===== config.mk =====
export PLATFORM = sky130hd
export DESIGN_NAME = wdt_watchdog
export DESIGN_NICKNAME = d
export VERILOG_FILES = /design/src/hw/wdt_pkg.sv /design/src/hw/wdt_watchdog.sv
export SDC_FILE = /design/constraint.sdc
export NUM_CORES = 1
export LEC_CHECK = 0
export BUFFER_PORTS_ARGS = -buffer_cell sky130_fd_sc_hd__buf_2
export CAP_MARGIN = 0
export CELL_PAD_IN_SITES_DETAIL_PLACEMENT = 0
export CELL_PAD_IN_SITES_GLOBAL_PLACEMENT = 1
export CORE_ASPECT_RATIO = 1.75
export CORE_UTILIZATION = 29
export DETAILED_ROUTE_END_ITERATION = 8
export PLACE_DENSITY = 0.74
export RECOVER_POWER = 25
export SYNTH_ARGS = -nofsm -noshare
export SYNTH_HDL_FRONTEND = slang
export SYNTH_SLANG_ARGS = --single-unit

===== constraint.sdc =====
create_clock -name hclk -period 6.4 [get_ports hclk]
set_input_delay 0.96 -clock hclk [delete_from_list [all_inputs] [get_ports hclk]]
set_output_delay 0.96 -clock hclk [all_outputs]
set_load 0.03 [all_outputs]

===== src/hw/wdt_pkg.sv =====
// Package: constants and state record of the windowed watchdog timer
package wdt_pkg;

  // ****************************************************************
  // Register map (byte addresses)
  // ****************************************************************
  localparam logic [7:0] WDT_CTRL_OFFSET = 8'h00;
  localparam logic [7:0] WDT_SERVICE_OFFSET = 8'h04;
  localparam logic [7:0] WDT_STATUS_OFFSET = 8'h08;

  // ****************************************************************
  // Control register fields and reset values
  // ****************************************************************
  localparam int WDT_CTRL_WIN_BIT = 0;
  localparam int WDT_CTRL_CLKSEL_BIT = 1;
  localparam int WDT_CTRL_TSEL_LSB = 2;
  localparam logic [1:0] WDT_TSEL_OFF = 2'h0;
  localparam logic [1:0] WDT_TSEL_SHORT = 2'h1;
  localparam logic [1:0] WDT_TSEL_MID = 2'h2;
  localparam logic [1:0] WDT_TSEL_LONG = 2'h3;
  localparam logic [1:0] WDT_TSEL_RESET = WDT_TSEL_LONG;
  localparam logic WDT_CLKSEL_LP = 1'b0;
  localparam logic WDT_CLKSEL_BUS = 1'b1;
  localparam logic WDT_CLKSEL_RESET = WDT_CLKSEL_LP;
  localparam logic WDT_WIN_RESET = 1'b0;

  // ****************************************************************
  // Status register fields
  // ****************************************************************
  localparam int WDT_STAT_COUNT_LSB = 0;
  localparam int WDT_STAT_ARMED_BIT = 20;
  localparam int WDT_STAT_LOCKED_BIT = 21;
  localparam int WDT_STAT_RUN_BIT = 22;
  localparam int WDT_STAT_VLLS_BIT = 23;

  // ****************************************************************
  // Service keys
  // ****************************************************************
  localparam logic [7:0] WDT_KEY_FIRST = 8'h55;
  localparam logic [7:0] WDT_KEY_SECOND = 8'haa;

  // ****************************************************************
  // Timeout counts in cycles of the selected source
  // ****************************************************************
  localparam int WDT_CNT_W = 18;
  localparam logic [17:0] WDT_OVF_LP_SHORT = 18'h00020;
  localparam logic [17:0] WDT_OVF_LP_MID = 18'h00100;
  localparam logic [17:0] WDT_OVF_LP_LONG = 18'h00400;
  localparam logic [17:0] WDT_OVF_BUS_SHORT = 18'h02000;
  localparam logic [17:0] WDT_OVF_BUS_MID = 18'h10000;
  localparam logic [17:0] WDT_OVF_BUS_LONG = 18'h3ffff;
  localparam logic [17:0] WDT_WIN_BUS_SHORT = 18'h01800;
  localparam logic [17:0] WDT_WIN_BUS_MID = 18'h0c000;
  localparam logic [17:0] WDT_WIN_BUS_LONG = 18'h30000;

  // ****************************************************************
  // Module state
  // ****************************************************************
  typedef struct packed {
    logic locked;
    logic clk_sel;
    logic [1:0] tsel;
    logic win_en;
    logic armed;
    logic vlls_off;
    logic [17:0] count;
    logic rst_req;
    logic [1:0] rst_cause;
    logic [31:0] rdata;
    logic dp_sel;
    logic dp_wr;
    logic [7:0] dp_addr;
    logic [2:0] lp_sync;
    logic lp_level;
  } wdt_state_t;

  localparam logic [1:0] WDT_CAUSE_NONE = 2'h0;
  localparam logic [1:0] WDT_CAUSE_TIMEOUT = 2'h1;
  localparam logic [1:0] WDT_CAUSE_BADKEY = 2'h2;
  localparam logic [1:0] WDT_CAUSE_EARLY = 2'h3;

endpackage


===== src/hw/wdt_watchdog.sv =====
// Module: windowed watchdog timer with an AHB-Lite register slave
//
// Summary of operation
// - Counts 1 kHz clock or bus clock.
// - Enabled and counting after every reset.
// - Timeout select 00 disables, no reset.
// - Keys 0x55 then 0xAA restart count.
// - Service writes store no data.
// - Overflow before service requests system reset.
// - Any other service value resets immediately.
// - Clock select 0 is 1 kHz, 1 bus.
// - 1 kHz overflow at 2^5, 2^8, 2^10.
// - Bus overflow at 2^13, 2^16, 2^18.
// - Reset default 1 kHz, longest timeout.
// - Windowed bus mode: service in last quarter.
// - Early windowed service resets immediately.
// - Window enable ignored with 1 kHz clock.
// - Control register is write-once per reset.
// - Bus source holds count in debug/stop.
// - 1 kHz source clears count in debug/stop.
// - Very-low-leakage stop disables until reset.
//
// Register map: control at 0x00 (window, clock select, timeout), service
// keys at 0x04, read-only status at 0x08. Zero wait states, always OKAY.
// The control register locks on its first write; only hresetn unlocks it,
// so a lost program cannot switch the timer off afterwards.
// Limitation: the 1 kHz input is sampled by hclk, so it must be far slower
// than the bus clock; each of its rising edges counts exactly once.
// Trade-off: the bus-clock long constant holds 2^18 - 1, not 2^18,
// because the last count, not the overflow count, is what the 18-bit
// counter can hold; the timeout itself is still a full 2^18 counts.
//
// Local design decisions: the register offsets and register access over AHB-Lite.
`timescale 1ns/10ps

module wdt_watchdog #(
  parameter logic [17:0] OVF_BUS_SHORT = wdt_pkg::WDT_OVF_BUS_SHORT,
  parameter logic [17:0] OVF_BUS_MID = wdt_pkg::WDT_OVF_BUS_MID,
  parameter logic [17:0] OVF_BUS_LONG = wdt_pkg::WDT_OVF_BUS_LONG,
  parameter logic [17:0] WIN_BUS_SHORT = wdt_pkg::WDT_WIN_BUS_SHORT,
  parameter logic [17:0] WIN_BUS_MID = wdt_pkg::WDT_WIN_BUS_MID,
  parameter logic [17:0] WIN_BUS_LONG = wdt_pkg::WDT_WIN_BUS_LONG
) (
  input wire logic hclk,
  input wire logic hresetn,
  input wire logic hsel,
  input wire logic [31:0] haddr,
  input wire logic [1:0] htrans,
  input wire logic hwrite,
  input wire logic [2:0] hsize,
  input wire logic [31:0] hwdata,
  input wire logic hready,
  output logic [31:0] hrdata,
  output logic hreadyout,
  output logic hresp,
  input wire logic lp_clk_1khz,
  input wire logic debug_mode,
  input wire logic stop_mode,
  input wire logic very_low_leakage_stop,
  output logic wdt_reset_req,
  output logic [1:0] wdt_reset_cause
);

  // ****************************************************************
  // State
  // ****************************************************************
  wdt_pkg::wdt_state_t s;
  wdt_pkg::wdt_state_t next_s;

  logic enabled;
  logic halted;
  logic lp_rise;
  logic tick;
  logic windowed;
  logic early;
  logic [17:0] ovf_last;
  logic [17:0] win_open;
  logic [7:0] key;
  logic addr_ok;
  logic addr_phase;
  logic ctrl_wr;
  logic svc_wr;
  logic key_first;
  logic key_second;
  logic key_bad;
  logic svc_arm;
  logic svc_done;
  logic ovf_hit;
  logic [17:0] count_step;
  logic [17:0] lp_last;
  logic [17:0] bus_last;
  logic [31:0] ctrl_word;
  logic [31:0] stat_word;
  logic [31:0] read_word;

  // ****************************************************************
  // Last count before overflow on the slow source
  // ****************************************************************
  always_comb begin
    unique case (s.tsel)
      wdt_pkg::WDT_TSEL_OFF: begin
        // Timer off: value unused, the counter stays at zero
        lp_last = 18'h00000;
      end
      wdt_pkg::WDT_TSEL_SHORT: begin
        lp_last = wdt_pkg::WDT_OVF_LP_SHORT - 18'h00001;
      end
      wdt_pkg::WDT_TSEL_MID: begin
        lp_last = wdt_pkg::WDT_OVF_LP_MID - 18'h00001;
      end
      wdt_pkg::WDT_TSEL_LONG: begin
        lp_last = wdt_pkg::WDT_OVF_LP_LONG - 18'h00001;
      end
    endcase
  end

  // ****************************************************************
  // Last count before overflow on the bus clock
  // ****************************************************************
  always_comb begin
    unique case (s.tsel)
      wdt_pkg::WDT_TSEL_OFF: begin
        // Timer off: value unused, the counter stays at zero
        bus_last = 18'h00000;
      end
      wdt_pkg::WDT_TSEL_SHORT: begin
        bus_last = OVF_BUS_SHORT - 18'h00001;
      end
      wdt_pkg::WDT_TSEL_MID: begin
        bus_last = OVF_BUS_MID - 18'h00001;
      end
      wdt_pkg::WDT_TSEL_LONG: begin
        // Full scale 2^18 does not fit 18 bits; this is the last count
        bus_last = OVF_BUS_LONG;
      end
    endcase
  end

  // ****************************************************************
  // Window opening count
  // ****************************************************************
  always_comb begin
    unique case (s.tsel)
      wdt_pkg::WDT_TSEL_OFF: begin
        // No window while the timer is off
        win_open = 18'h00000;
      end
      wdt_pkg::WDT_TSEL_SHORT: begin
        win_open = WIN_BUS_SHORT;
      end
      wdt_pkg::WDT_TSEL_MID: begin
        win_open = WIN_BUS_MID;
      end
      wdt_pkg::WDT_TSEL_LONG: begin
        win_open = WIN_BUS_LONG;
      end
    endcase
  end

  // ****************************************************************
  // Selected overflow count
  // ****************************************************************
  assign ovf_last = s.clk_sel ? bus_last : lp_last;

  // ****************************************************************
  // Derived conditions
  // ****************************************************************
  assign enabled = (s.tsel != wdt_pkg::WDT_TSEL_OFF) && !s.vlls_off;
  assign halted = debug_mode || stop_mode;
  // Edge of the 1 kHz clock once stages two and three agree
  assign lp_rise = (s.lp_sync[1] == s.lp_sync[2]) && s.lp_sync[2]
                   && !s.lp_level;
  assign tick = (s.clk_sel == wdt_pkg::WDT_CLKSEL_BUS) ? 1'b1 : lp_rise;
  // Window has no meaning on the slow source
  assign windowed = s.win_en && (s.clk_sel == wdt_pkg::WDT_CLKSEL_BUS);
  assign early = windowed && (s.count < win_open);
  assign key = hwdata[7:0];
  assign addr_ok = (haddr[7:0] == wdt_pkg::WDT_CTRL_OFFSET)
                   || (haddr[7:0] == wdt_pkg::WDT_STATUS_OFFSET);

  // ****************************************************************
  // Counter step, before any bus write
  // ****************************************************************
  always_comb begin
    count_step = s.count;
    if (!enabled) begin
      count_step = 18'h00000;
    end else if (halted) begin
      // Slow source restarts from zero; bus source holds its value
      if (s.clk_sel == wdt_pkg::WDT_CLKSEL_LP) begin
        count_step = 18'h00000;
      end
    end else if (ovf_hit) begin
      count_step = 18'h00000;
    end else if (tick) begin
      count_step = s.count + 18'h00001;
    end
  end

  // ****************************************************************
  // Bus decode and service keys
  // ****************************************************************
  assign addr_phase = hsel && htrans[1] && hready;
  assign ctrl_wr = s.dp_sel && s.dp_wr
                   && (s.dp_addr == wdt_pkg::WDT_CTRL_OFFSET);
  assign svc_wr = s.dp_sel && s.dp_wr
                  && (s.dp_addr == wdt_pkg::WDT_SERVICE_OFFSET);
  // Only the low byte is a key; the upper bits are ignored
  assign key_first = (key == wdt_pkg::WDT_KEY_FIRST);
  assign key_second = (key == wdt_pkg::WDT_KEY_SECOND);
  assign key_bad = !key_first && !key_second;
  // Service is judged only while the timer runs
  assign svc_arm = svc_wr && enabled && key_first && !early;
  assign svc_done = svc_wr && enabled && key_second && !early && s.armed;
  // Timeout and a finished service in one cycle: the clear wins on the
  // count, the pulse is still sent
  assign ovf_hit = enabled && !halted && tick && (s.count == ovf_last);

  // ****************************************************************
  // Read words
  // ****************************************************************
  always_comb begin
    ctrl_word = 32'h00000000;
    ctrl_word[wdt_pkg::WDT_CTRL_WIN_BIT] = s.win_en;
    ctrl_word[wdt_pkg::WDT_CTRL_CLKSEL_BIT] = s.clk_sel;
    ctrl_word[wdt_pkg::WDT_CTRL_TSEL_LSB +: 2] = s.tsel;
  end

  always_comb begin
    stat_word = 32'h00000000;
    stat_word[wdt_pkg::WDT_STAT_COUNT_LSB +: 18] = s.count;
    stat_word[wdt_pkg::WDT_STAT_ARMED_BIT] = s.armed;
    stat_word[wdt_pkg::WDT_STAT_LOCKED_BIT] = s.locked;
    stat_word[wdt_pkg::WDT_STAT_RUN_BIT] = enabled;
    stat_word[wdt_pkg::WDT_STAT_VLLS_BIT] = s.vlls_off;
  end

  // Service and unmapped offsets read as zero
  always_comb begin
    read_word = 32'h00000000;
    if (!hwrite && addr_ok) begin
      if (haddr[7:0] == wdt_pkg::WDT_CTRL_OFFSET) begin
        read_word = ctrl_word;
      end else begin
        read_word = stat_word;
      end
    end
  end

  // ****************************************************************
  // Next state
  // ****************************************************************
  always_comb begin
    next_s = s;
    next_s.rst_req = 1'b0;

    // Synchroniser for the slow clock; stage 0 feeds only stage 1
    next_s.lp_sync = {s.lp_sync[1:0], lp_clk_1khz};
    if (s.lp_sync[1] == s.lp_sync[2]) begin
      next_s.lp_level = s.lp_sync[2];
    end

    // Sticky until the wake-up reset re-initialises everything
    if (very_low_leakage_stop) begin
      next_s.vlls_off = 1'b1;
    end

    // Counter
    next_s.count = count_step;
    if (!enabled) begin
      next_s.armed = 1'b0;
    end
    if (ovf_hit) begin
      next_s.rst_req = 1'b1;
      next_s.rst_cause = wdt_pkg::WDT_CAUSE_TIMEOUT;
    end

    // Data phase of a write
    if (s.dp_sel && s.dp_wr) begin
      if (ctrl_wr) begin
        if (!s.locked) begin
          next_s.locked = 1'b1;
          next_s.win_en = hwdata[wdt_pkg::WDT_CTRL_WIN_BIT];
          next_s.clk_sel = hwdata[wdt_pkg::WDT_CTRL_CLKSEL_BIT];
          next_s.tsel = hwdata[wdt_pkg::WDT_CTRL_TSEL_LSB +: 2];
          next_s.count = 18'h00000;
          next_s.armed = 1'b0;
        end
      end else if (svc_wr && enabled) begin
        // Nothing is stored; the write only drives the key sequence
        if (key_bad) begin
          next_s.rst_req = 1'b1;
          next_s.rst_cause = wdt_pkg::WDT_CAUSE_BADKEY;
          next_s.armed = 1'b0;
        end else if (early) begin
          next_s.rst_req = 1'b1;
          next_s.rst_cause = wdt_pkg::WDT_CAUSE_EARLY;
          next_s.armed = 1'b0;
        end else if (svc_arm) begin
          next_s.armed = 1'b1;
        end else if (svc_done) begin
          next_s.armed = 1'b0;
          next_s.count = 18'h00000;
        end
      end
    end

    // Address phase
    if (addr_phase) begin
      next_s.dp_sel = 1'b1;
      next_s.dp_wr = hwrite;
      next_s.dp_addr = haddr[7:0];
      next_s.rdata = read_word;
    end else if (hready) begin
      next_s.dp_sel = 1'b0;
      next_s.dp_wr = 1'b0;
    end
  end

  // ****************************************************************
  // Registers
  // ****************************************************************
  always_ff @(posedge hclk or negedge hresetn) begin
    if (!hresetn) begin
      s <= '0;
      s.clk_sel <= wdt_pkg::WDT_CLKSEL_RESET;
      s.tsel <= wdt_pkg::WDT_TSEL_RESET;
      s.win_en <= wdt_pkg::WDT_WIN_RESET;
    end else begin
      s <= next_s;
    end
  end

  // ****************************************************************
  // Outputs
  // ****************************************************************
  assign hrdata = s.rdata;
  assign hreadyout = 1'b1;
  assign hresp = 1'b0;
  assign wdt_reset_req = s.rst_req;
  assign wdt_reset_cause = s.rst_cause;

endmodule


==> run summary, run 1 <==
The worst reg2reg path startpoint is ctrl_word[1]. The count of distinct cell types in the synthesized netlist came out at 57. In the post-route analysis, the smallest setup slack over all paths is about 2.6 ns. The final instance area came out at ~0.0041 mm². The horizontal extent of the die is 85.78 µm. The worst setup path is of the input port to async pin kind. STA classifies the critical path endpoint as an async pin. The count of hold-fix buffers inserted at cts is 0. The count of placed standard cells including taps came out at ~530. The final non-filler cell total came out at 550. The first detailed-routing pass took 4 iterations. The checks that failed: capacitance limit, slew limit. The die area is 0.01275 mm². Summed over all nets, the switching power comes to about 250 µW. The net count reported at finish came out at 465. The met3 layer wire length in the routed design is ~280 µm. The half-perimeter wire length after detailed placement came out at between 5000 and 6000 µm. The number of pins with negative max-slew slack in the final report is 99. Among cell families on the critical path, the largest total delay comes from buffers and inverters.

The remaining antenna violation count after routing came out at 0. The nature of the critical path startpoint is an input port. Data on the critical path arrives at its endpoint at 3.48 ns. The number of warnings issued by yosys is 0. The overall track demand over capacity in global routing came out at 0.1371. The maximum clock rate is 0.2618 GHz. The routed wire length on met2 is 4531 µm. For this run, the leading register cell type out of synthesis is sky130_fd_sc_hd__dfrtp_1. The cell count after synthesis came out at ~360. The count of flip-flops with a built-in enable after synthesis is 0. The number of failing hold endpoints at the final stage came out at 0. The static leakage is 0.001733 µW.

Summing over every cut layer, the via total after detailed routing is 2777. After routing, the total negative slack on setup checks comes to 0 ns. After the first detailed-routing iteration, the DRC count stood at approximately 220. The number of sinks on the clock net is 64. At the end of routability-driven placement, the weighted congestion stood at 0.8618.

The worst slack at placement is approximately 3.3 ns. Of the total power, the share spent switching nets is 0.2406. After floorplanning, the core was sized to cover 0.01200 mm². The number of antenna violations at the first check in global routing came out at 0. Counting the fill cells in the layout gives between 1000 and 1500.

The critical path goes through buf_2, clkbuf_1. On the critical path, the stage with the largest delay is an instance of sky130_fd_sc_hd__clkbuf_1. The internal portion of total power came out at between 700 and 800 µW.

The final total power came out at 1051 µW. Of the total power, registers draw 0.422. The worst hold path begins at next_s[2]. The clock tree from TritonCTS is built. The maximum count of clock buffers along a single path is 2. Summing all placed instances gives a cell area of 0.003736 mm². The global-route wire length before repair came out at ~14000 µm. The post-detailed-route wirelength per cell came out at 14.90 µm. Yosys attributes the largest share of cell area to sky130_fd_sc_hd__dfrtp_1 44%, sky130_fd_sc_hd__buf_4 7.6%, sky130_fd_sc_hd__a22o_2 5.1%, sky130_fd_sc_hd__mux2_2 4.1%, sky130_fd_sc_hd__o21ai_0 3.2%. The tightest min-delay check is of the flop to flop type.

The met1 routed wirelength after detailed routing is 3201 µm. The initial cell density of the core came out at 0.2968. The deepest level of the CTS H-tree came out at 3. The number of buffers inserted by port buffering is 50. Of all cell types, the one taking the most synthesized area is sky130_fd_sc_hd__dfrtp_1. The setup violation total in the final timing report came out at 0.

The clock power share came out at 0.492. After clock tree synthesis, the clock-pin slew on the worst setup and hold paths is 0.06 ns. The slew at the pin closest to its max-slew limit is 3.430 ns. The proportion of netlist area held by the largest area contributor is 0.4355.

The number of synthesized register bits is 64. The tightest slew margin relative to the limit came out at -1.287. The peak per-stage delay on the critical path came out at 2.40 ns. Global routing finished with a remaining overflow of 0.

The total power density per cell area is 259.5 mW/mm². The number of violations of the max-capacitance limit is 2. The highest signal layer in the routed design is met4. The number of vias per cell after detailed routing is 5.049.

The number of DRC violations after detailed routing came out at 0. The clock tree root driver cell is sky130_fd_sc_hd__clkbuf_16. The number of primary I/O pins is 115.

The mean instance size in the synthesized netlist came out at 10.03 µm². The wire length after detailed routing came out at just over 8000 µm. The endpoint required time on the critical path is 6.06 ns. The clock latency of the later-clocked register in the worst-skew pair came out at 0.33 ns. Post-CTS repair changed the size of 0 cells. The fraction of final layout cells with drive strength greater than 1 is 0.2831.

The first element of the critical path is hresetn. The number of global-route vias before repair is between 2000 and 3000. The number of antenna cells inserted is 0. The number of clock buffers inserted by TritonCTS is 9. The largest driver fanout on the critical path came out at 64. The run finished, with violations left. The post-synthesis cell area is about 0.0036 mm².

Setup repair after global routing left no endpoint under its margin. The clock period minus final worst setup slack is 3.820 ns. By instance count, the leading cell after synthesis is sky130_fd_sc_hd__dfrtp_1.

The total buffers and inverters traversed by the critical path came out at 2. Counting flops with an async set or reset pin after synthesis yields a share of 1.000. Of the synthesized area, sequential elements account for 0.4503. Buffers added to address setup during post-CTS repair amount to 0. The pin count of the biggest net entering global routing came out at 65. Counting instances in the post-synthesis netlist gives the leading cell types as 62 x sky130_fd_sc_hd__dfrtp_1, 36 x sky130_fd_sc_hd__buf_4, 26 x sky130_fd_sc_hd__nand2_1. The combinational share of power is 0.086. Clock skew on the completed layout was measured at 0.004739 ns. The post-route clock period utilization is 0.5968. The row count is 53. The die span in y came out at 148.6 µm. The post-synthesis to final-layout area growth is 13.70%. The peak supply drop is 0.1010 mV.
==> area by class of cell <==
class	count	area [µm²]	area share
clock inverters	7	96.34	0.02379
repair buffers	54	272.8	0.06735
multi-input cells	245	1623	0.4007
clock buffers	9	225.2	0.05561
inverters	6	22.52	0.005561
flip-flops and latches	64	1604	0.3960
well taps	165	206.4	0.05097
==> layout by cell type, fill, tap and decap left out, types with 3 or more instances in the layout <==
cell	n
sky130_fd_sc_hd__dfrtp_1	62
sky130_fd_sc_hd__buf_2	50
sky130_fd_sc_hd__nand2_1	26
sky130_fd_sc_hd__o21ai_0	23
sky130_fd_sc_hd__nor2_1	21
sky130_fd_sc_hd__nand3_1	18
sky130_fd_sc_hd__a22o_2	18
sky130_fd_sc_hd__mux2_2	13
sky130_fd_sc_hd__conb_1	12
sky130_fd_sc_hd__a21oi_1	10
sky130_fd_sc_hd__clkbuf_16	9
sky130_fd_sc_hd__nor3_1	8
sky130_fd_sc_hd__a31oi_1	7
sky130_fd_sc_hd__mux2i_1	7
sky130_fd_sc_hd__a211oi_1	7
sky130_fd_sc_hd__ha_1	7
sky130_fd_sc_hd__inv_1	6
sky130_fd_sc_hd__or3_1	6
sky130_fd_sc_hd__nand2b_1	4
sky130_fd_sc_hd__and2_1	4
sky130_fd_sc_hd__nor4_1	4
sky130_fd_sc_hd__and3_1	3
sky130_fd_sc_hd__a211o_1	3
sky130_fd_sc_hd__o211ai_1	3
sky130_fd_sc_hd__a311oi_1	3
sky130_fd_sc_hd__a22oi_1	3
sky130_fd_sc_hd__clkinvlp_4	3
==> cell families (layout without fill, tap and decap cells) <==
kind of cell,Yosys count,after routing,synth area share
AO/OA/AOI/OAI,93,93,0.1890
adder cells (fa/ha/maj),8,8,0.02740
buffers and inverters,56,76,0.1047
flip-flops,64,64,0.4503
multiplexers,20,20,0.06077
other,2,12,0.002108
AND/OR/NAND/NOR,112,112,0.1658
==> stage by stage <==
step | hold WS, ns | utilization
after global routing | 0.3711 | 0.3374
final | 0.3483 | 0.3374
after detailed placement | 0.3373 | 0.3113
after floorplan | 0.3312 | -
after CTS | 0.3508 | 0.3381
after global placement | 0.3370 | 0.3113
==> metal layers <==
layer  global-route usage  vias up
met5                    0        -
met3              0.02719       15
met1               0.1499     1376
met4              0.06333        0
li1                     -     1317
met2               0.2504       69
==> power by group through the flow <==
| stage | Clock [µW] | Combinational, µW | Sequential (µW) |
|---|---|---|---|
| 2_1_floorplan | 0 | 73.6 | 439 |
| 3_3_place_gp | 0 | 89.2 | 449 |
| 3_5_place_dp | 0 | 91.1 | 450 |
| 4_1_cts | 530 | 91.6 | 443 |
| 5_1_grt | 551 | 100 | 446 |
| 6_report | 517 | 90.1 | 444 |
==> worst paths after layout <==
kind                                           end  slack (ns)  cells past startpoint
worst max-delay path                         s[49]        2.58                      2
worst min-delay path                     next_s[3]        0.35                      0
worst max register to register  wdt_reset_cause[0]        3.61                      6
worst min register to register           next_s[3]        0.35                      0
max in group hclk                        hrdata[7]        3.59                      6
min in group asynchronous                    s[67]        1.89                      2
==> flip-flops by register name, summed over array words and instances, names as in the netlist <==
register         flops
wdt_reset_req        1
next_s               2
wdt_reset_cause      2
hrdata              22
ctrl_word            4
s                   33
No activity file was read; power rests on OpenSTA's default activity.
==> run 2: changes to the inputs <==
--- a/config.mk
+++ b/config.mk
@@ -12,7 +12,7 @@
 export CORE_ASPECT_RATIO = 1.75
 export CORE_UTILIZATION = 29
 export DETAILED_ROUTE_END_ITERATION = 8
-export PLACE_DENSITY = 0.74
+export PLACE_DENSITY = 0.77
 export RECOVER_POWER = 25
 export SYNTH_ARGS = -nofsm -noshare
 export SYNTH_HDL_FRONTEND = slang
==> constraint.sdc (replaced) <==
create_clock -name hclk -period 3.3 [get_ports hclk]
set_input_delay 0.495 -clock hclk [delete_from_list [all_inputs] [get_ports hclk]]
set_output_delay 0.495 -clock hclk [all_outputs]
set_load 0.03 [all_outputs]
==> run summary, run 2 (synthesis gave the netlist of run 1 again) <==
The clock power share came out at 0.456 (-0.036). The critical path goes through nand2b_1, ha_1, a21oi_1, nand3_1, a31oi_1, o211ai_1, buf_4, nor4_1. The worst reg2reg path startpoint is ctrl_word[3]. The half-perimeter wire length after detailed placement came out at 6036 µm (+2.0%).

The via count is 2785 (+0.29%). The sequential share of power is 0.452 (+0.030). The wire length after detailed routing is 8319 µm (+1.5%).

The post-CTS setup-driven buffer insertion count is 0 (unchanged). The final-layout worst hold slack came out at 0.2719 ns (-0.07644 ns). The die span in y came to 148.6 µm (unchanged). The count of hold-fix buffers inserted at cts came to 0 (unchanged).

The final setup skew came out at 0.008629 ns (+0.003890 ns). The clock period minus final worst setup slack is 2.587 ns. Of the available clock period, the critical path in the final layout requires 0.7840. The filler cell count was 1206 (-0.41%). The switching part of the total is 0.2662 (+0.02558). The number of global-route vias before repair is 2733 (+2.7%). The pin count of the biggest net entering global routing is 65 (unchanged).

Setup repair after global routing left no endpoint under its margin. The fraction of final layout cells with drive strength greater than 1 is 0.2931 (+0.009942). The final-layout setup total negative slack was 0 ns (unchanged). For this design, the slowest cell found on the critical path is sky130_fd_sc_hd__dfstp_2. The utilization after layout is 0.3360 (-0.001460). The reg2reg setup slack came to 0.71 ns (-2.90 ns). The residual overflow from global routing is 0 (unchanged). The number of violations of the max-capacitance limit came out at 2 (unchanged). The type of the worst min-delay path is input port to flop.

In this run the critical register-to-register path is captured at s[62]. The net switching power of the design is 506.0 µW (+100%). The number of vias per cell after detailed routing was 5.027 (-0.44%). The initial cell density of the core is 0.2968 (unchanged).

The final estimated routing congestion in global placement came out at 0.8339 (-3.2%). The remaining antenna violation count after routing is 0 (unchanged). The number of buffers inserted by port buffering is 50 (unchanged). s holds more flip-flops than any other register.

The clock input transition at the sequential cells of the worst setup and hold paths is 0.06 ns (about the same). The number of primary I/O pins was 115 (unchanged). The flow ran to the end, but the final reports show violations.

In the layout the commonest cells are 62 x sky130_fd_sc_hd__dfrtp_1, 50 x sky130_fd_sc_hd__buf_2, 26 x sky130_fd_sc_hd__nand2_1. The number of flip-flops under the largest register name is 33 (unchanged). The row count is 53 (unchanged). The die area is 0.01275 mm² (unchanged). The worst hold path begins at lp_clk_1khz.

The critical path is of the flop to flop type. The net count reported at finish came out at 469 (+0.86%). The slew at the pin closest to its max-slew limit was 1.563 ns (-1.868 ns). The number of DRC violations after detailed routing is 0 (unchanged). The total power density per cell area came out at 471.4 mW/mm² (+82%).

The core area came to 0.01200 mm² (unchanged). The peak per-stage delay on the critical path is 0.70 ns (-1.70 ns). The internal portion of total power was 1395 µW (+75%). The post-cts gate resize count was 0 (unchanged). The largest driver fanout on the critical path is 18 (-72%). The clock latency of the later-clocked register in the worst-skew pair is 0.34 ns (about the same). The post-synthesis to final-layout area growth is 13.21%. The checks that failed: capacitance limit, slew limit. The number of sinks on the clock net came out at 64 (unchanged). The number of clock buffers inserted by TritonCTS is 9 (unchanged).

The static leakage is 0.001743 µW (+0.56%). The number of cells traversed by the worst hold path was 1 (+1). The data arrival time at the worst-slack endpoint came to 2.81 ns (-0.67 ns).

The endpoint type of the worst setup path is a flop. The number of detailed-routing iterations run before antenna repair is 5 (+1). The setup violation total in the final timing report came out at 0 (unchanged). CTS placed an instance of sky130_fd_sc_hd__clkbuf_16 at the clock tree root. The worst reg2reg path depth is 8 (+2).

Based on the critical path, the design can be clocked at up to 0.3865 GHz. The most common cell after layout, fill and taps aside is sky130_fd_sc_hd__dfrtp_1. The horizontal extent of the die is 85.78 µm (unchanged). The worst setup path is launched from a flop. The number of DRC markers in iteration 0 came to 185 (-14%). The tightest slew margin relative to the limit is -0.04188 (+1.245). The clock tree from TritonCTS is built.

The post-detailed-route wirelength per cell came out at 15.02 µm (+0.78%). For hold timing, the worst endpoint is next_s[2]. The endpoint required time on the critical path is 3.53 ns (-2.53 ns). The global-route wire length before repair was 13640 µm (+0.92%). The number of antenna violations at the first check in global routing was 0 (unchanged).

The number of pins with negative max-slew slack in the final report came out at 99 (unchanged). The peak supply drop is 0.1866 mV (+85%). The number of failing hold endpoints at the final stage came out at 0 (unchanged). The deepest level of the CTS H-tree is 3 (unchanged). The overall track demand over capacity in global routing is 0.1397 (+0.002667). The combinational share of power came to 0.092 (+0.006). The number of antenna cells inserted is 0 (unchanged). The maximum count of clock buffers along a single path is 2 (unchanged).
-- run 2: final cells by class --
cell class                 instances  area [µm²]  area share
tap                              165       206.4     0.05119
multi-input combinational        245        1623      0.4024
inverter                           6       22.52    0.005585
timing repair buffer              58       304.0     0.07540
sequential                        64        1604      0.3978
clock inverter                     7       47.55     0.01179
clock buffer                       9       225.2     0.05585
-- run 2: critical path: cells and delay by family (launching register included) --
kind                       cells  cell delay [ns]
AOI/OAI and AO/OA              3             0.69
adders and majority gates      1             0.32
buffers and inverters          1             0.23
DFF                            1             0.70
and+or+nand+nor                3             0.54
-- run 2: routing by layer --
| metal | global-route usage | up-vias | part of all wire |
|---|---|---|---|
| li1 | - | 1326 | - |
| met1 | 0.1435 | 1370 | 0.38 |
| met2 | 0.2580 | 72 | 0.56 |
| met3 | 0.02997 | 17 | 0.032 |
| met4 | 0.07750 | 0 | 0.028 |
| met5 | 0 | - | 0 |
-- run 2: power by group through the flow --
stage | clock, µW | sequential [µW] | combinational (µW)
CTS | 885 | 859 | 177
global placement | 0 | 870 | 171
global route | 929 | 865 | 194
floorplan | 0 | 852 | 143
detailed placement | 0 | 873 | 177
finish | 867 | 859 | 175
-- run 2: how the worst max path moves through the flow --
stage | startpoint | endpoint | slack, ns | cells past startpoint
finish | ctrl_word[3] | s[62] | 0.71 | 8
global route | ctrl_word[3] | s[62] | 0.51 | 8
CTS | ctrl_word[3] | s[62] | 0.72 | 8
detailed placement | haddr[4] | hrdata[9] | 0.61 | 6
global placement | haddr[4] | hrdata[5] | 0.66 | 6
floorplan | ctrl_word[3] | s[65] | 0.83 | 8
-- run 2: metrics by stage --
stage	power [µW]	worst slack [ns]	instances	instance area, µm²
after floorplan	994.4	0.8325	365	3600
after global placement	1042	0.6571	538	3766
after detailed placement	1050	0.6091	538	3766
after CTS	1921	0.7162	554	4039
after global routing	1988	0.5078	554	4033
final	1901	0.7127	554	4033
==> run 3: changes to the inputs <==
--- a/config.mk
+++ b/config.mk
@@ -12,7 +12,7 @@
 export CORE_ASPECT_RATIO = 1.75
 export CORE_UTILIZATION = 29
 export DETAILED_ROUTE_END_ITERATION = 8
-export PLACE_DENSITY = 0.77
+export PLACE_DENSITY = 0.74
 export RECOVER_POWER = 25
 export SYNTH_ARGS = -nofsm -noshare
 export SYNTH_HDL_FRONTEND = slang
==> constraint.sdc (replaced) <==
create_clock -name hclk -period 2.6 [get_ports hclk]
set_input_delay 0.39 -clock hclk [delete_from_list [all_inputs] [get_ports hclk]]
set_output_delay 0.39 -clock hclk [all_outputs]
set_load 0.03 [all_outputs]
==> run summary, run 3 (synthesis gave the netlist of run 1 again) <==
The row count is 53 (unchanged). The sequential share of power is 0.425 (-0.027). The number of antenna cells inserted came out at 0 (unchanged). The reg2reg setup slack came out at 0.23 ns (-0.48 ns).

The total power density per cell area is 616.4 mW/mm² (+31%). The number of violations of the max-capacitance limit is 1 (-1). The switching part of the total is 0.2524 (-0.01375). The number of sinks on the clock net came to 64 (unchanged).

The initial cell density of the core came to 0.2968 (unchanged). The final setup skew came out at 0.006101 ns (-0.002527 ns). The internal portion of total power is 1909 µW (+37%). The clock power share came out at 0.480 (+0.024).

The net switching power of the design came to 644.6 µW (+27%). The net count reported at finish came out at 475 (+1.3%). The tree is rooted in a sky130_fd_sc_hd__clkbuf_16. The core area is 0.01200 mm² (unchanged). The static leakage came to 0.001799 µW (+3.2%). The post-detailed-route wirelength per cell came out at 15.38 µm (+2.4%). The library cell used most frequently in the layout, excluding fill and tap cells, is sky130_fd_sc_hd__dfrtp_1.

The pin count of the biggest net entering global routing is 36 (-45%). The die area came out at 0.01275 mm² (unchanged). The residual overflow from global routing was 0 (unchanged). The setup violation total in the final timing report came to 0 (unchanged). The final non-filler cell total came to 560 (+1.1%).

The post-synthesis to final-layout area growth came out at 16.30%. The number of buffers inserted by port buffering came out at 50 (unchanged). The horizontal extent of the die is 85.78 µm (unchanged). The number of antenna violations at the first check in global routing is 0 (unchanged). The worst setup path is launched from a flop. The endpoint required time on the critical path was 2.83 ns (-0.70 ns). s holds more flip-flops than any other register. The clock latency of the later-clocked register in the worst-skew pair is 0.33 ns (about the same). The slew at the pin closest to its max-slew limit came out at 1.708 ns (+0.1452 ns). The clock input transition at the sequential cells of the worst setup and hold paths is 0.06 ns (about the same). The half-perimeter wire length after detailed placement came out at 6392 µm (+5.9%). The number of failing hold endpoints at the final stage was 0 (unchanged). TritonCTS built the clock tree. The number of detailed-routing iterations run before antenna repair came out at 4 (-1). The number of pins with negative max-slew slack in the final report is 30 (-70%). The fraction of final layout cells with drive strength greater than 1 is 0.3038 (+0.01074). The number of flip-flops under the largest register name is 33 (unchanged).

The data arrival time at the worst-slack endpoint was 2.60 ns (-0.21 ns). The die span in y is 148.6 µm (unchanged). The maximum count of clock buffers along a single path came out at 2 (unchanged). The post-CTS setup-driven buffer insertion count is 0 (unchanged). The number of DRC markers in iteration 0 came out at 181 (-2.2%).

The maximum clock rate came out at 0.4226 GHz (+9.3%). The number of global-route vias before repair was 2871 (+5.0%). The tightest slew margin relative to the limit is -0.1387 (-0.09681). The remaining antenna violation count after routing is 0 (unchanged). The largest driver fanout on the critical path is 18 (unchanged). STA classifies the critical path endpoint as a flop.

In the layout the commonest cells are 62 x sky130_fd_sc_hd__dfrtp_1, 49 x sky130_fd_sc_hd__buf_2, 26 x sky130_fd_sc_hd__nand2_1. The count of hold-fix buffers inserted at cts is 0 (unchanged). The number of vias per cell after detailed routing is 5.034 (+0.14%). The deepest level of the CTS H-tree came to 3 (unchanged). The checks that failed: capacitance limit, slew limit. The global-route wire length before repair was 14170 µm (+3.9%). The final-layout worst hold slack came out at 0.1689 ns (-0.1030 ns). The post-cts gate resize count came out at 0 (unchanged). The number of DRC violations after detailed routing came out at 0 (unchanged). The number of clock buffers inserted by TritonCTS came to 9 (unchanged).

The clock period minus final worst setup slack is 2.366 ns (-0.2211 ns). The worst setup path is of the flop to flop kind. The final-layout setup total negative slack is 0 ns (unchanged). The final estimated routing congestion in global placement came out at 0.8024 (-3.8%). The count of placed standard cells including taps is 544 (+1.1%). The number of primary I/O pins was 115 (unchanged). The combinational share of power is 0.095 (+0.003).

In this run the worst hold path is classified as input port to flop. The peak supply drop came out at 0.3736 mV (+100%). The via count came out at 2819 (+1.2%). Setup repair after global routing left no endpoint under its margin. The overall track demand over capacity in global routing came to 0.1437 (+0.003910).

The wire length after detailed routing came out at 8614 µm (+3.5%). The run finished, with violations left. The post-route clock period utilization is 0.9100 (+0.1260).
## run 3: cell count changes in the layout (fill, tap and decap cells not counted), sizes merged
| cell | before | now |
|---|---|---|
| buf | 56 | 63 |
| bufinv | 0 | 1 |
| clkinvlp | 2 | 1 |
| inv | 7 | 6 |
## run 3: critical path, stage by stage, from the launching register on
cell and delay, ns:
sky130_fd_sc_hd__dfstp_2 0.66, sky130_fd_sc_hd__nand2b_1 0.17, sky130_fd_sc_hd__ha_1 0.27, sky130_fd_sc_hd__a21oi_1 0.16, sky130_fd_sc_hd__nand3_1 0.12, sky130_fd_sc_hd__a31oi_1 0.23, sky130_fd_sc_hd__o211ai_1 0.14, sky130_fd_sc_hd__buf_4 0.25
sky130_fd_sc_hd__nor4_1 0.28
## run 3: per-stage QoR
stage          area (µm²)  worst slack [ns]    util  total power (µW)
2_1_floorplan        3600            0.1325       -              1262
3_3_place_gp         3836            0.2520  0.3196              1339
3_5_place_dp         3836            0.2147  0.3196              1348
4_1_cts              4144            0.2026  0.3453              2578
5_1_grt              4143           0.08237  0.3451              2653
6_report             4143            0.2339  0.3451              2554
## run 3: final timing paths
kind,cells after the start,startpoint,endpoint
worst max-delay path,8,ctrl_word[2],s[62]
worst min-delay path,1,lp_clk_1khz,next_s[2]
worst max register to register,8,ctrl_word[2],s[62]
worst min register to register,0,next_s[2],next_s[3]
max in group asynchronous,2,hresetn,ctrl_word[3]
min in group asynchronous,1,hresetn,s[67]
## run 3: per-layer routing
| metal | wire length (µm) | part of all wire | up-vias | track usage |
|---|---|---|---|---|
| li1 | - | - | 1335 | - |
| met4 | 260 | 0.030 | 0 | 0.08000 |
| met5 | 0 | 0 | - | 0 |
| met2 | 4832 | 0.56 | 71 | 0.2696 |
| met3 | 221 | 0.026 | 15 | 0.01998 |
| met1 | 3300 | 0.38 | 1398 | 0.1504 |
## run 3: power by group through the flow
stage,Sequential (µW),Combinational (µW),Clock [µW]
5_1_grt,1090,270,1290
3_5_place_dp,1100,245,0
2_1_floorplan,1080,181,0
4_1_cts,1090,246,1250
3_3_place_gp,1100,239,0
6_report,1090,243,1230
## run 3: area by class of cell
class                   instances  area, µm²
fillers                      1190       7860
multi-input cells             245       1623
flip-flops and latches         64       1604
repair buffers                 64      379.1
clock buffers                  10      239.0
well taps                     165      206.4
clock inverters                 6      68.82
inverters                       6      22.52
